[config.mk]
export PLATFORM = sky130hd
export DESIGN_NAME = drb_rx_buffer_ctrl
export DESIGN_NICKNAME = d
export VERILOG_FILES = /design/src/inc/drb_pkg.sv /design/src/verilog/drb_rx_buffer_ctrl.sv /design/src/verilog/drb_sticky_flag.sv
export VERILOG_INCLUDE_DIRS = /design/src /design/src/inc
export SDC_FILE = /design/constraint.sdc
export NUM_CORES = 1
export LEC_CHECK = 0
export BUFFER_PORTS_ARGS = -buffer_cell sky130_fd_sc_hd__clkbuf_2
export CELL_PAD_IN_SITES_DETAIL_PLACEMENT = 1
export CELL_PAD_IN_SITES_GLOBAL_PLACEMENT = 2
export CORE_ASPECT_RATIO = 0.75
export CORE_MARGIN = 10
export CORE_UTILIZATION = 39
export CTS_BUF_LIST = sky130_fd_sc_hd__clkbuf_8
export DETAILED_ROUTE_END_ITERATION = 10
export GPL_ROUTABILITY_DRIVEN = 0
export GPL_TIMING_DRIVEN = 1
export HOLD_SLACK_MARGIN = 0.12
export PLACE_DENSITY_LB_ADDON = 0.3
export SYNTH_ARGS = -nofsm -noshare
export SYNTH_HDL_FRONTEND = slang
export SYNTH_SLANG_ARGS = --single-unit
export TNS_END_PERCENT = 30
[constraint.sdc]
create_clock -name CLK -period 4.2 [get_ports CLK]
set_input_delay 0.84 -clock CLK [delete_from_list [all_inputs] [get_ports CLK]]
set_output_delay 0.84 -clock CLK [all_outputs]
set_load 0.01 [all_outputs]
[src/inc/drb_consts.svh]
// Constants for the data cell receive buffer control block.
// Assumes a 16-bit register port with byte addresses as printed.
`ifndef DRB_CONSTS_SVH
`define DRB_CONSTS_SVH

// Register byte addresses
`define DRB_OFF_CONTROL 16'h2020
`define DRB_OFF_STATUS 16'h2022
`define DRB_OFF_CONFIG 16'h2024
`define DRB_OFF_WRITE_PTR 16'h2026
`define DRB_OFF_READ_PTR 16'h2028
`define DRB_OFF_CELL_COUNT 16'h202a

// Control register fields
`define DRB_CTRL_ENABLE_BIT 0
`define DRB_CTRL_OVERRUN_SE_BIT 1
`define DRB_CTRL_ARRIVAL_SE_BIT 2
`define DRB_CTRL_HALF_SE_BIT 3
`define DRB_CTRL_ROLL_SE_BIT 4
`define DRB_CTRL_RESET 5'h00

// Status register fields, bit 0 reserved
`define DRB_STAT_OVERRUN_BIT 1
`define DRB_STAT_ARRIVAL_BIT 2
`define DRB_STAT_HALF_BIT 3
`define DRB_STAT_ROLL_BIT 4
`define DRB_NUM_FLAGS 4

// Configuration register fields
`define DRB_CFG_SIZE_LSB 0
`define DRB_CFG_SIZE_MSB 1
`define DRB_CFG_BASE_LSB 2
`define DRB_CFG_BASE_MSB 12
`define DRB_CFG_RESET 13'h0000

// Pointer and counter reset values
`define DRB_WP_RESET 7'h00
`define DRB_RP_RESET 7'h7f
`define DRB_CNT_RESET 16'h0000
`define DRB_CNT_MAX 16'hffff

// External memory layout: 32 words per cell, base fills address bits 19:9
`define DRB_WORDS_PER_CELL_LOG2 5
`define DRB_BASE_SHIFT 9

`endif

[src/inc/drb_pkg.sv]
// Types for the data cell receive buffer control block.
// Assumes drb_consts.svh supplies the numeric constants.
package drb_pkg;

    // Register port request, one access per cycle
    typedef struct packed {
        logic wr;
        logic rd;
        logic [15:0] addr;
        logic [15:0] wdata;
    } drb_bus_req_t;

    // Register port answer
    typedef struct packed {
        logic rvalid;
        logic [15:0] rdata;
    } drb_bus_rsp_t;

    // Buffer capacity codes, in field order
    typedef enum logic [1:0] {
        DRB_SZ16,
        DRB_SZ32,
        DRB_SZ64,
        DRB_SZ128
    } drb_size_t;

    // Latched flags, high index first
    typedef struct packed {
        logic rollover;
        logic half_full;
        logic arrival;
        logic overrun;
    } drb_flags_t;

endpackage

[src/verilog/drb_rx_buffer_ctrl.sv]
// Control, status and configuration for the data cell receive buffer.
// Assumes a 16-bit register port on CLK and a cell writer that pulses CELL_DONE.
//
// Notes on behaviour
// - While disabled the write pointer is held at zero and finished cells are dropped.
// - While enabled, incoming cells are accepted and stored in the buffer.
// - The summary service output is set while any flag is set together with its enable.
// - The overrun flag is latched when the advanced write pointer meets the read pointer.
// - The arrival flag is latched each time one cell has been written.
// - The half-full flag is latched when the pointers show half the capacity unread.
// - The rollover flag is latched when the cell counter wraps past its maximum.
// - Each flag stays set until software writes a zero to its bit.
// - The size field picks 16, 32, 64 or 128 cells.
// - The base field gives word address bits 19:9 of the buffer, low bits zero.
// - The write pointer advances after each cell write, wrapping within the size.
// - The read pointer starts at the last location and names the cell last read.
// - A 16-bit count of received cells is kept and readable.
`timescale 1ns/100ps
`include "drb_consts.svh"

module drb_rx_buffer_ctrl (
    // Clock and reset
    input wire logic CLK,
    input wire logic RST_N,
    // Register port
    input wire drb_pkg::drb_bus_req_t BUS_REQ,
    output drb_pkg::drb_bus_rsp_t BUS_RSP,
    // Cell path
    input wire logic CELL_DONE,
    output logic CELL_ACCEPT,
    output logic [19:0] CELL_ADDR,
    // Service summary
    output logic DATA_RX_SUMMARY_SERVICE
);

    logic [4:0] ctrl_q;
    logic [12:0] cfg_q;
    logic [12:0] cfg_d;
    logic [6:0] wp_q;
    logic [6:0] wp_d;
    logic [6:0] rp_q;
    logic [15:0] cnt_q;
    logic [19:0] addr_q;
    drb_pkg::drb_bus_rsp_t rsp_q;
    logic summary_q;
    drb_pkg::drb_flags_t flags;
    drb_pkg::drb_flags_t flag_set;
    drb_pkg::drb_flags_t flag_clr;
    drb_pkg::drb_flags_t flag_en;
    drb_pkg::drb_size_t size_sel;
    logic [6:0] mask;
    logic [6:0] wp_inc;
    logic [6:0] rp_m;
    logic [6:0] unread_after;
    logic cell_take;
    logic wr_ctrl;
    logic wr_stat;
    logic wr_cfg;
    logic wr_rp;

    function automatic logic hit(input drb_pkg::drb_bus_req_t req, input logic [15:0] off);
        hit = (req.addr == off);
    endfunction

    // Pointer wrap mask for the selected capacity
    function automatic logic [6:0] size_mask(input drb_pkg::drb_size_t sel);
        unique case (sel)
            drb_pkg::DRB_SZ16: size_mask = 7'h0f;
            drb_pkg::DRB_SZ32: size_mask = 7'h1f;
            drb_pkg::DRB_SZ64: size_mask = 7'h3f;
            drb_pkg::DRB_SZ128: size_mask = 7'h7f;
        endcase
    endfunction

    assign wr_ctrl = BUS_REQ.wr && hit(BUS_REQ, `DRB_OFF_CONTROL);
    assign wr_stat = BUS_REQ.wr && hit(BUS_REQ, `DRB_OFF_STATUS);
    assign wr_cfg = BUS_REQ.wr && hit(BUS_REQ, `DRB_OFF_CONFIG);
    assign wr_rp = BUS_REQ.wr && hit(BUS_REQ, `DRB_OFF_READ_PTR);

    assign size_sel = drb_pkg::drb_size_t'(cfg_q[`DRB_CFG_SIZE_MSB:`DRB_CFG_SIZE_LSB]);
    assign mask = size_mask(size_sel);
    assign rp_m = rp_q & mask;
    assign wp_inc = (wp_q + 7'h01) & mask;
    // Read pointer names the last cell read, so unread cells sit after it
    assign unread_after = (wp_inc - rp_m - 7'h01) & mask;
    assign cell_take = CELL_DONE && ctrl_q[`DRB_CTRL_ENABLE_BIT];

    // Control register, reserved bits not stored
    always_ff @(posedge CLK or negedge RST_N) begin
        if (!RST_N) begin
            ctrl_q <= `DRB_CTRL_RESET;
        end else if (wr_ctrl) begin
            ctrl_q <= BUS_REQ.wdata[4:0];
        end
    end

    always_comb begin
        cfg_d = cfg_q;
        if (wr_cfg) begin
            cfg_d = BUS_REQ.wdata[12:0];
        end
    end

    always_ff @(posedge CLK or negedge RST_N) begin
        if (!RST_N) begin
            cfg_q <= `DRB_CFG_RESET;
        end else begin
            cfg_q <= cfg_d;
        end
    end

    // Write pointer
    always_comb begin
        wp_d = wp_q;
        if (!ctrl_q[`DRB_CTRL_ENABLE_BIT]) begin
            wp_d = `DRB_WP_RESET;
        end else if (CELL_DONE) begin
            wp_d = wp_inc;
        end
    end

    always_ff @(posedge CLK or negedge RST_N) begin
        if (!RST_N) begin
            wp_q <= `DRB_WP_RESET;
        end else begin
            wp_q <= wp_d;
        end
    end

    // Read pointer, moved only by software
    always_ff @(posedge CLK or negedge RST_N) begin
        if (!RST_N) begin
            rp_q <= `DRB_RP_RESET;
        end else if (wr_rp) begin
            rp_q <= BUS_REQ.wdata[6:0];
        end
    end

    // Received cell counter, free running with wrap
    always_ff @(posedge CLK or negedge RST_N) begin
        if (!RST_N) begin
            cnt_q <= `DRB_CNT_RESET;
        end else if (cell_take) begin
            cnt_q <= cnt_q + 16'h0001;
        end
    end

    // Cell address follows next pointer and base so the writer never sees a stale slot
    always_ff @(posedge CLK or negedge RST_N) begin
        if (!RST_N) begin
            addr_q <= 20'h00000;
        end else begin
            addr_q <= {cfg_d[`DRB_CFG_BASE_MSB:`DRB_CFG_BASE_LSB], 9'h000} |
                      {8'h00, wp_d, 5'h00};
        end
    end

    assign flag_set.overrun = cell_take && (wp_inc == rp_m);
    assign flag_set.arrival = cell_take;
    // Exact half is caught on the write that reaches it
    assign flag_set.half_full = cell_take && (unread_after == ((mask >> 1) + 7'h01));
    assign flag_set.rollover = cell_take && (cnt_q == `DRB_CNT_MAX);

    assign flag_clr.overrun = wr_stat && !BUS_REQ.wdata[`DRB_STAT_OVERRUN_BIT];
    assign flag_clr.arrival = wr_stat && !BUS_REQ.wdata[`DRB_STAT_ARRIVAL_BIT];
    assign flag_clr.half_full = wr_stat && !BUS_REQ.wdata[`DRB_STAT_HALF_BIT];
    assign flag_clr.rollover = wr_stat && !BUS_REQ.wdata[`DRB_STAT_ROLL_BIT];

    genvar gi;
    generate
        for (gi = 0; gi < `DRB_NUM_FLAGS; gi = gi + 1) begin : g_flag
            drb_sticky_flag u_flag (
                .clk(CLK),
                .rst_n(RST_N),
                .set(flag_set[gi]),
                .clr(flag_clr[gi]),
                .flag(flags[gi])
            );
        end
    endgenerate

    assign flag_en = drb_pkg::drb_flags_t'(ctrl_q[`DRB_CTRL_ROLL_SE_BIT:`DRB_CTRL_OVERRUN_SE_BIT]);

    always_ff @(posedge CLK or negedge RST_N) begin
        if (!RST_N) begin
            summary_q <= 1'b0;
        end else begin
            summary_q <= |(flags & flag_en);
        end
    end

    // Register reads, registered, unmapped reads return zero
    always_ff @(posedge CLK or negedge RST_N) begin
        if (!RST_N) begin
            rsp_q <= '0;
        end else begin
            rsp_q.rvalid <= BUS_REQ.rd;
            rsp_q.rdata <= 16'h0000;
            if (BUS_REQ.rd) begin
                if (hit(BUS_REQ, `DRB_OFF_CONTROL)) begin
                    rsp_q.rdata <= {11'h000, ctrl_q};
                end else if (hit(BUS_REQ, `DRB_OFF_STATUS)) begin
                    rsp_q.rdata <= {11'h000, flags, 1'b0};
                end else if (hit(BUS_REQ, `DRB_OFF_CONFIG)) begin
                    rsp_q.rdata <= {3'h0, cfg_q};
                end else if (hit(BUS_REQ, `DRB_OFF_WRITE_PTR)) begin
                    rsp_q.rdata <= {9'h000, wp_q};
                end else if (hit(BUS_REQ, `DRB_OFF_READ_PTR)) begin
                    rsp_q.rdata <= {9'h000, rp_q};
                end else if (hit(BUS_REQ, `DRB_OFF_CELL_COUNT)) begin
                    rsp_q.rdata <= cnt_q;
                end
            end
        end
    end

    assign BUS_RSP = rsp_q;
    assign CELL_ACCEPT = ctrl_q[`DRB_CTRL_ENABLE_BIT];
    assign CELL_ADDR = addr_q;
    assign DATA_RX_SUMMARY_SERVICE = summary_q;
endmodule

[src/verilog/drb_sticky_flag.sv]
// One latched status flag that hardware sets and software clears.
// Assumes set and clear are single-cycle strobes on CLK.
`timescale 1ns/100ps
`include "drb_consts.svh"

module drb_sticky_flag (
    // Clock and reset
    input wire logic clk,
    input wire logic rst_n,
    // Events
    input wire logic set,
    input wire logic clr,
    // Flag
    output logic flag
);

    logic flag_q;

    // Set beats clear so an event in the clearing cycle is kept
    always_ff @(posedge clk or negedge rst_n) begin
        if (!rst_n) begin
            flag_q <= 1'b0;
        end else if (set) begin
            flag_q <= 1'b1;
        end else if (clr) begin
            flag_q <= 1'b0;
        end
    end

    assign flag = flag_q;

endmodule

## Yosys cells after proc, flatten, opt, wreduce, memory -nomap -nowiden

Cells that the tools add are included.

| storage, ports and cells | value |
|---|---|
| flip-flop bits (word level) | 90 |
| bits in latches | 0 |
| memory bits (writable) | 0 |
| ROM bits | 0 |
| input bits | 37 |
| output and inout port bits | 39 |
| memories kept | 0 |

| operators by class | value |
|---|---|
| add/subtract/negate cells | 5 |
| $mul | 0 |
| div/mod/pow operators | 0 |
| magnitude comparators | 0 |
| equality and inequality tests | 12 |
| shifts and indexed selects | 0 |
| mux-type cells | 19 |
| bitwise gates (word level) | 5 |
| reductions and logical operators | 22 |

Operator list:

| cell | number |
|---|---|
| $mux 16 | 7 |
| $eq 16x14->1 const B | 6 |
| $pmux 7 s4 | 1 |
| $and 7x7->7 | 3 |
| $or 20x12->20 | 1 |
| $add 16x1->16 const B | 1 |
| $eq 16x16->1 const B | 1 |
| $eq 7x7->1 | 2 |
| $mux 7 | 2 |
| $mux 13 | 1 |
| $logic_and 1x1->1 | 12 |
| $mux 1 | 8 |
| $reduce_bool 2->1 | 4 |
| $add 6x1->7 const B | 1 |
| $add 7x1->7 const B | 1 |
| $sub 7x1->7 const B | 1 |
| $sub 7x7->7 | 1 |
| $and 4x4->4 | 1 |
| $eq 2x2->1 const B | 2 |
| $logic_not 1->1 | 4 |
| $reduce_or 4->1 | 1 |
| $eq 2x1->1 const B | 1 |
| $logic_not 2->1 | 1 |

## Depth between registers and ports, before layout

| logic depth | value |
|---|---|
| depth after elaboration | 9 |
| mapped depth | 10 |
| mapped depth without buffers | 10 |

## Cells and area by module

Synthesis repeated with hierarchy kept, for this count alone.

| second synthesis, totals | value |
|---|---|
| cells, all modules | 352 |
| area total of the unflattened synthesis | 3773.6 µm² |

By module, submodules not included:

| module | times used | cells an instance | area an instance (µm²) | seq. area each (µm²) |
|---|---|---|---|---|
| drb_rx_buffer_ctrl | 1 | 340 | 3628.5 | 1735.4 |
| drb_sticky_flag | 4 | 3 | 36.3 | 25.0 |

## Worst setup path before layout

OpenSTA, ideal clock, no wires.

| timing | value |
|---|---|
| path type | input-to-reg |
| start point | input BUS_REQ[28] (netlist name) |
| end point | register addr_q[11], in the netlist CELL_ADDR[11] |
| arrival | 2.388 ns |
| path slack | 1.688 ns |
| stages | 6 |
| buffers on the path | 0 |
| cells stage by stage | nor4b_2 -> nand4_4 -> nor4b_4 -> nand2_2 -> mux2_4 -> or2_1 |

| between the ends | value |
|---|---|
| cells in the longest elaborated chain, start to end | 4 |

RTL lines:

| what | line | source |
|---|---|---|
| start: declaration | drb_rx_buffer_ctrl.sv:26 | `input wire drb_pkg::drb_bus_req_t BUS_REQ,` |
| $eq 16x14->1 | drb_rx_buffer_ctrl.sv:62 | `hit = (req.addr == off);` |
| $logic_and 1x1->1 | drb_rx_buffer_ctrl.sv:77 | `` assign wr_cfg = BUS_REQ.wr && hit(BUS_REQ, `DRB_OFF_CONFIG); `` |
| $mux 13 | drb_rx_buffer_ctrl.sv:99 | `if (wr_cfg) begin` |
| named net cfg_d[4] | drb_rx_buffer_ctrl.sv:38 | `logic [12:0] cfg_d;` |
| $or 20x12->20 | drb_rx_buffer_ctrl.sv:153 | `` addr_q <= {cfg_d[`DRB_CFG_BASE_MSB:`DRB_CFG_BASE_LSB], 9'h000} \| `` |
| end signal: assignment | drb_rx_buffer_ctrl.sv:153 |  |
| end: declaration | drb_rx_buffer_ctrl.sv:43 | `logic [19:0] addr_q;` |

The timed path passes the listed nets, and every way through them passes these cells.
A chain may end at the register's enable or synchronous reset.

## Final worst setup path

| timing | value |
|---|---|
| start point | register wp_q[0] |
| end point | register g_flag[2].u_flag.flag_q |

| between the ends | value |
|---|---|
| cells in the longest elaborated chain, start to end | 8 |

RTL lines:

| what | line | source |
|---|---|---|
| start: declaration | drb_rx_buffer_ctrl.sv:39 | `logic [6:0] wp_q;` |
| start signal: assignment | drb_rx_buffer_ctrl.sv:124 | `` wp_q <= `DRB_WP_RESET; `` |
| start signal: assignment | drb_rx_buffer_ctrl.sv:126 | `wp_q <= wp_d;` |
| $add 7x1->7 (*) | drb_rx_buffer_ctrl.sv:83 | `assign wp_inc = (wp_q + 7'h01) & mask;` |
| $and 7x7->7 (*) | drb_rx_buffer_ctrl.sv:83 |  |
| $sub 7x7->7 (*) | drb_rx_buffer_ctrl.sv:85 | `assign unread_after = (wp_inc - rp_m - 7'h01) & mask;` |
| $sub 7x1->7 (*) | drb_rx_buffer_ctrl.sv:85 |  |
| $and 7x7->7 (*) | drb_rx_buffer_ctrl.sv:85 |  |
| $eq 7x7->1 (*) | drb_rx_buffer_ctrl.sv:161 | `assign flag_set.half_full = cell_take && (unread_after == ((mask >> 1) + 7'h01));` |
| $logic_and 1x1->1 (*) | drb_rx_buffer_ctrl.sv:161 |  |
| $mux 1 / $reduce_bool 2->1 (equally long branches) | -- |  |
| end signal: assignment | drb_sticky_flag.sv:22 | `flag_q <= 1'b0;` |
| end signal: assignment | drb_sticky_flag.sv:24 | `flag_q <= 1'b1;` |
| end signal: assignment | drb_sticky_flag.sv:26 | `flag_q <= 1'b0;` |
| end: declaration | drb_sticky_flag.sv:17 | `logic flag_q;` |

Every way passes the cells marked *; elsewhere a longest branch is shown, timed or not.

==> results.cfg <==
[run_status]
status = complete, no violations

[worst_setup_path]
crit_chain = ha_1 > xor2_1 > ha_1 > nor2b_1 > o221ai_1 > a21oi_1 > xor2_1 > or3b_2 > a21oi_1
crit_required_ns = 4.48
cpPeakStageDelay_ns = 0.49
worstPathArrival_ns = 3.11
crit_path_max_fanout = 7
endpoint_kind = register
slowest_stage = dfrtp_1
start_kind = register
path_class = register to register

[logic_synthesis]
synth-compound-area-share_pct = 9.495
synthTopCellsByArea = dfrtp_1 (44%), mux2_2 (7.2%), dfstp_2 (4.9%)
synth.area.mux_share_pct = 9.094
synthSimpleGateAreaFrac_pct = 17.05
synth_edf_count = 0
ys.warnings.count = 0
synth_xor_area_share_pct = 6.553
synth_area_sq_um = 3742
yosys.area.top_type = dfrtp_1
ys_types = 50
synth_top_family_by_area = simple AND/OR/NAND/NOR gates
ys_ff_latch = 73
synthAdderAreaFrac_pct = 3.210
synth-seq-area-share_pct = 49.05
synth_top_area_share_pct = 44.13
ys.flop_type = dfrtp_1
synth_area_per_cell_sq_um = 10.69
synthCells = 350
synth-async-reset-ratio_pct = 100.0

[die]
core_sq_um = 9196
die_h_microns = 104.8
die_area_sq_um = 13950
pin_count = 76
rows = 30
die_x_microns = 133.1
initial_core_util_pct = 40.69

[global_route]
antenna_found_initial = 0
grt_max_degree = 74
grt_usage_pct = 15.65
grt_pass1_vias = 3059
overflow = 0
grt_pass1_wl_microns = 17400

[clock_tree]
h-tree-depth = 3
clock_path_buffers = 2
clock_sinks = 73
root_buffer = clkbuf_8
post_cts_buffers = 0
cts_inserted_buffers = 9
clk_pin_slew_worst_paths_ns = 0.07
cts-hold-fix-buffers = 0
clock_latency_ns = 0.37
cts_tree = yes
postCtsResizedCells = 0

[cells_and_area]
n_antenna_cell = 0
nets = 455
syn_to_final_growth_pct = 15.38
layout-drive-gt1-share_pct = 30.68
fin_cells = 542
final_cell_mix = dfrtp_1 (66), clkbuf_2 (66), nand2_1 (36)

[drt]
via_count = 2880
first_iter_violations = 278
ant_nets = 0
viasPerCell = 5.314
drc = 0
routed_wl_microns = 10630
wl_per_cell_microns = 19.60
drt_first_pass_iters = 4

[timing]
period_share_pct = 67.28
fmaxAchievable_mhz = 353.9
finalCriticalPeriod_ns = 2.826
max_slew.worst_pin.slew_ns = 0.9289
relSlewSlack_pct = 38.08
hold_viol_final = 0
rsz0062_at_grt = no
finClkSkew_ns = 0.01099
tns_ns = 0
setup_violations = 0
slew_violations = 0

[placement]
dp_cells = 526
place.port_buffers = 67
hpwl_microns = 8044

[pwr]
vdd_drop_max_uv = 226.5
p_per_area_nw_per_um2 = 420.2
leakage_nw = 2.062

[flow_run]
cap_viol_max_count = 0

[min_path]
min_path_type = register to register
==> final timing paths <==
check	start	end	slack [ns]	cells past startpoint
max	wp_q[0]$_DFFE_PN0P_	g_flag[2].u_flag.flag$_DFFE_PN0P_	1.37	9
min	cnt_q[10]$_DFFE_PN0P_	cnt_q[10]$_DFFE_PN0P_	0.50	1
max reg2reg	wp_q[0]$_DFFE_PN0P_	g_flag[2].u_flag.flag$_DFFE_PN0P_	1.37	9
min reg2reg	cnt_q[10]$_DFFE_PN0P_	cnt_q[10]$_DFFE_PN0P_	0.50	1
max in group asynchronous	RST_N	wp_q[0]$_DFFE_PN0P_	2.99	1
min in group asynchronous	RST_N	BUS_RSP[2]$_DFF_PN0_	0.59	1
==> cell type report <==
class,instances,area (sq um)
Tap cell,128,160.2
Clock inverter,5,55.05
Inverter,10,37.54
Sequential cell,73,1836
Fill cell,1046,4878
Clock buffer,11,151.4
Timing Repair Buffer,70,360.3
Multi-Input combinational cell,245,1718
==> report_power, final <==
part	switching, mW	internal [mW]
registers	0.108	0.762
logic	0.214	0.160
clock network	0.266	0.304
==> sequential cells by signal, summed over array words and instances, names as in the netlist <==
signal,cells
BUS_RSP,17
CELL_ADDR,4
DATA_RX_SUMMARY_SERVICE,1
cfg_q,12
cnt_q,16
ctrl_q,5
g_flag.u_flag.flag,4
rp_q,7
wp_q,7
==> metrics by stage <==
step	hold slack, ns	power [mW]	util [%]	area (sq um)	worst slack (ns)
finish	0.5044	1.814	46.95	4318	1.374
global route	0.5264	1.926	46.95	4318	1.231
CTS	0.5038	1.828	46.95	4318	1.393
detailed placement	0.4920	1.249	44.71	4111	1.144
global placement	0.4786	1.234	44.71	4111	1.148
floorplan	0.4581	1.124	-	3757	1.688
==> metal layers <==
metal,GRT usage (%),share of wire [%],vias to the layer above
li1,-,-,1323
met1,21.77,47,1459
met2,22.16,43,89
met3,6.316,9.2,9
met4,3.488,0.72,0
met5,0,0,-
==> cells by family (layout without fill, tap and decap cells) <==
group	count (synthesis)	count (layout)
simple gates	120	120
flops	73	73
compound gates	53	53
buf+inv	36	96
mux	30	30
xor+xnor	28	28
fa+ha+maj	9	9
other cells	1	5
==> synth_stat cells, types with 2 or more instances <==
cell type	number
nor2b_1	3
ha_1	8
or2_1	2
nor4b_4	2
inv_1	9
dfrtp_1	66
or2_2	2
a22oi_1	9
nor3_1	6
nand2_1	36
and2_1	6
a21boi_0	2
nor2_1	28
xnor2_1	18
and3_1	5
nand4_1	8
mux2i_1	4
o21bai_1	2
mux2_2	24
nand2b_1	3
mux2_4	2
a222oi_1	7
o21ai_0	16
xor2_1	10
a211oi_1	2
buf_2	4
dfstp_2	7
nand3_1	10
buf_4	17
clkbuf_1	4
a21oi_1	9
==> critical path, delay by kind of cell (launching register included) <==
| family | cells | cell delay, ns |
|---|---|---|
| flops | 1 | 0.49 |
| simple gates | 2 | 0.68 |
| xor+xnor | 2 | 0.33 |
| fa+ha+maj | 2 | 0.71 |
| compound gates | 3 | 0.52 |
(Power assumes the default switching activity.)
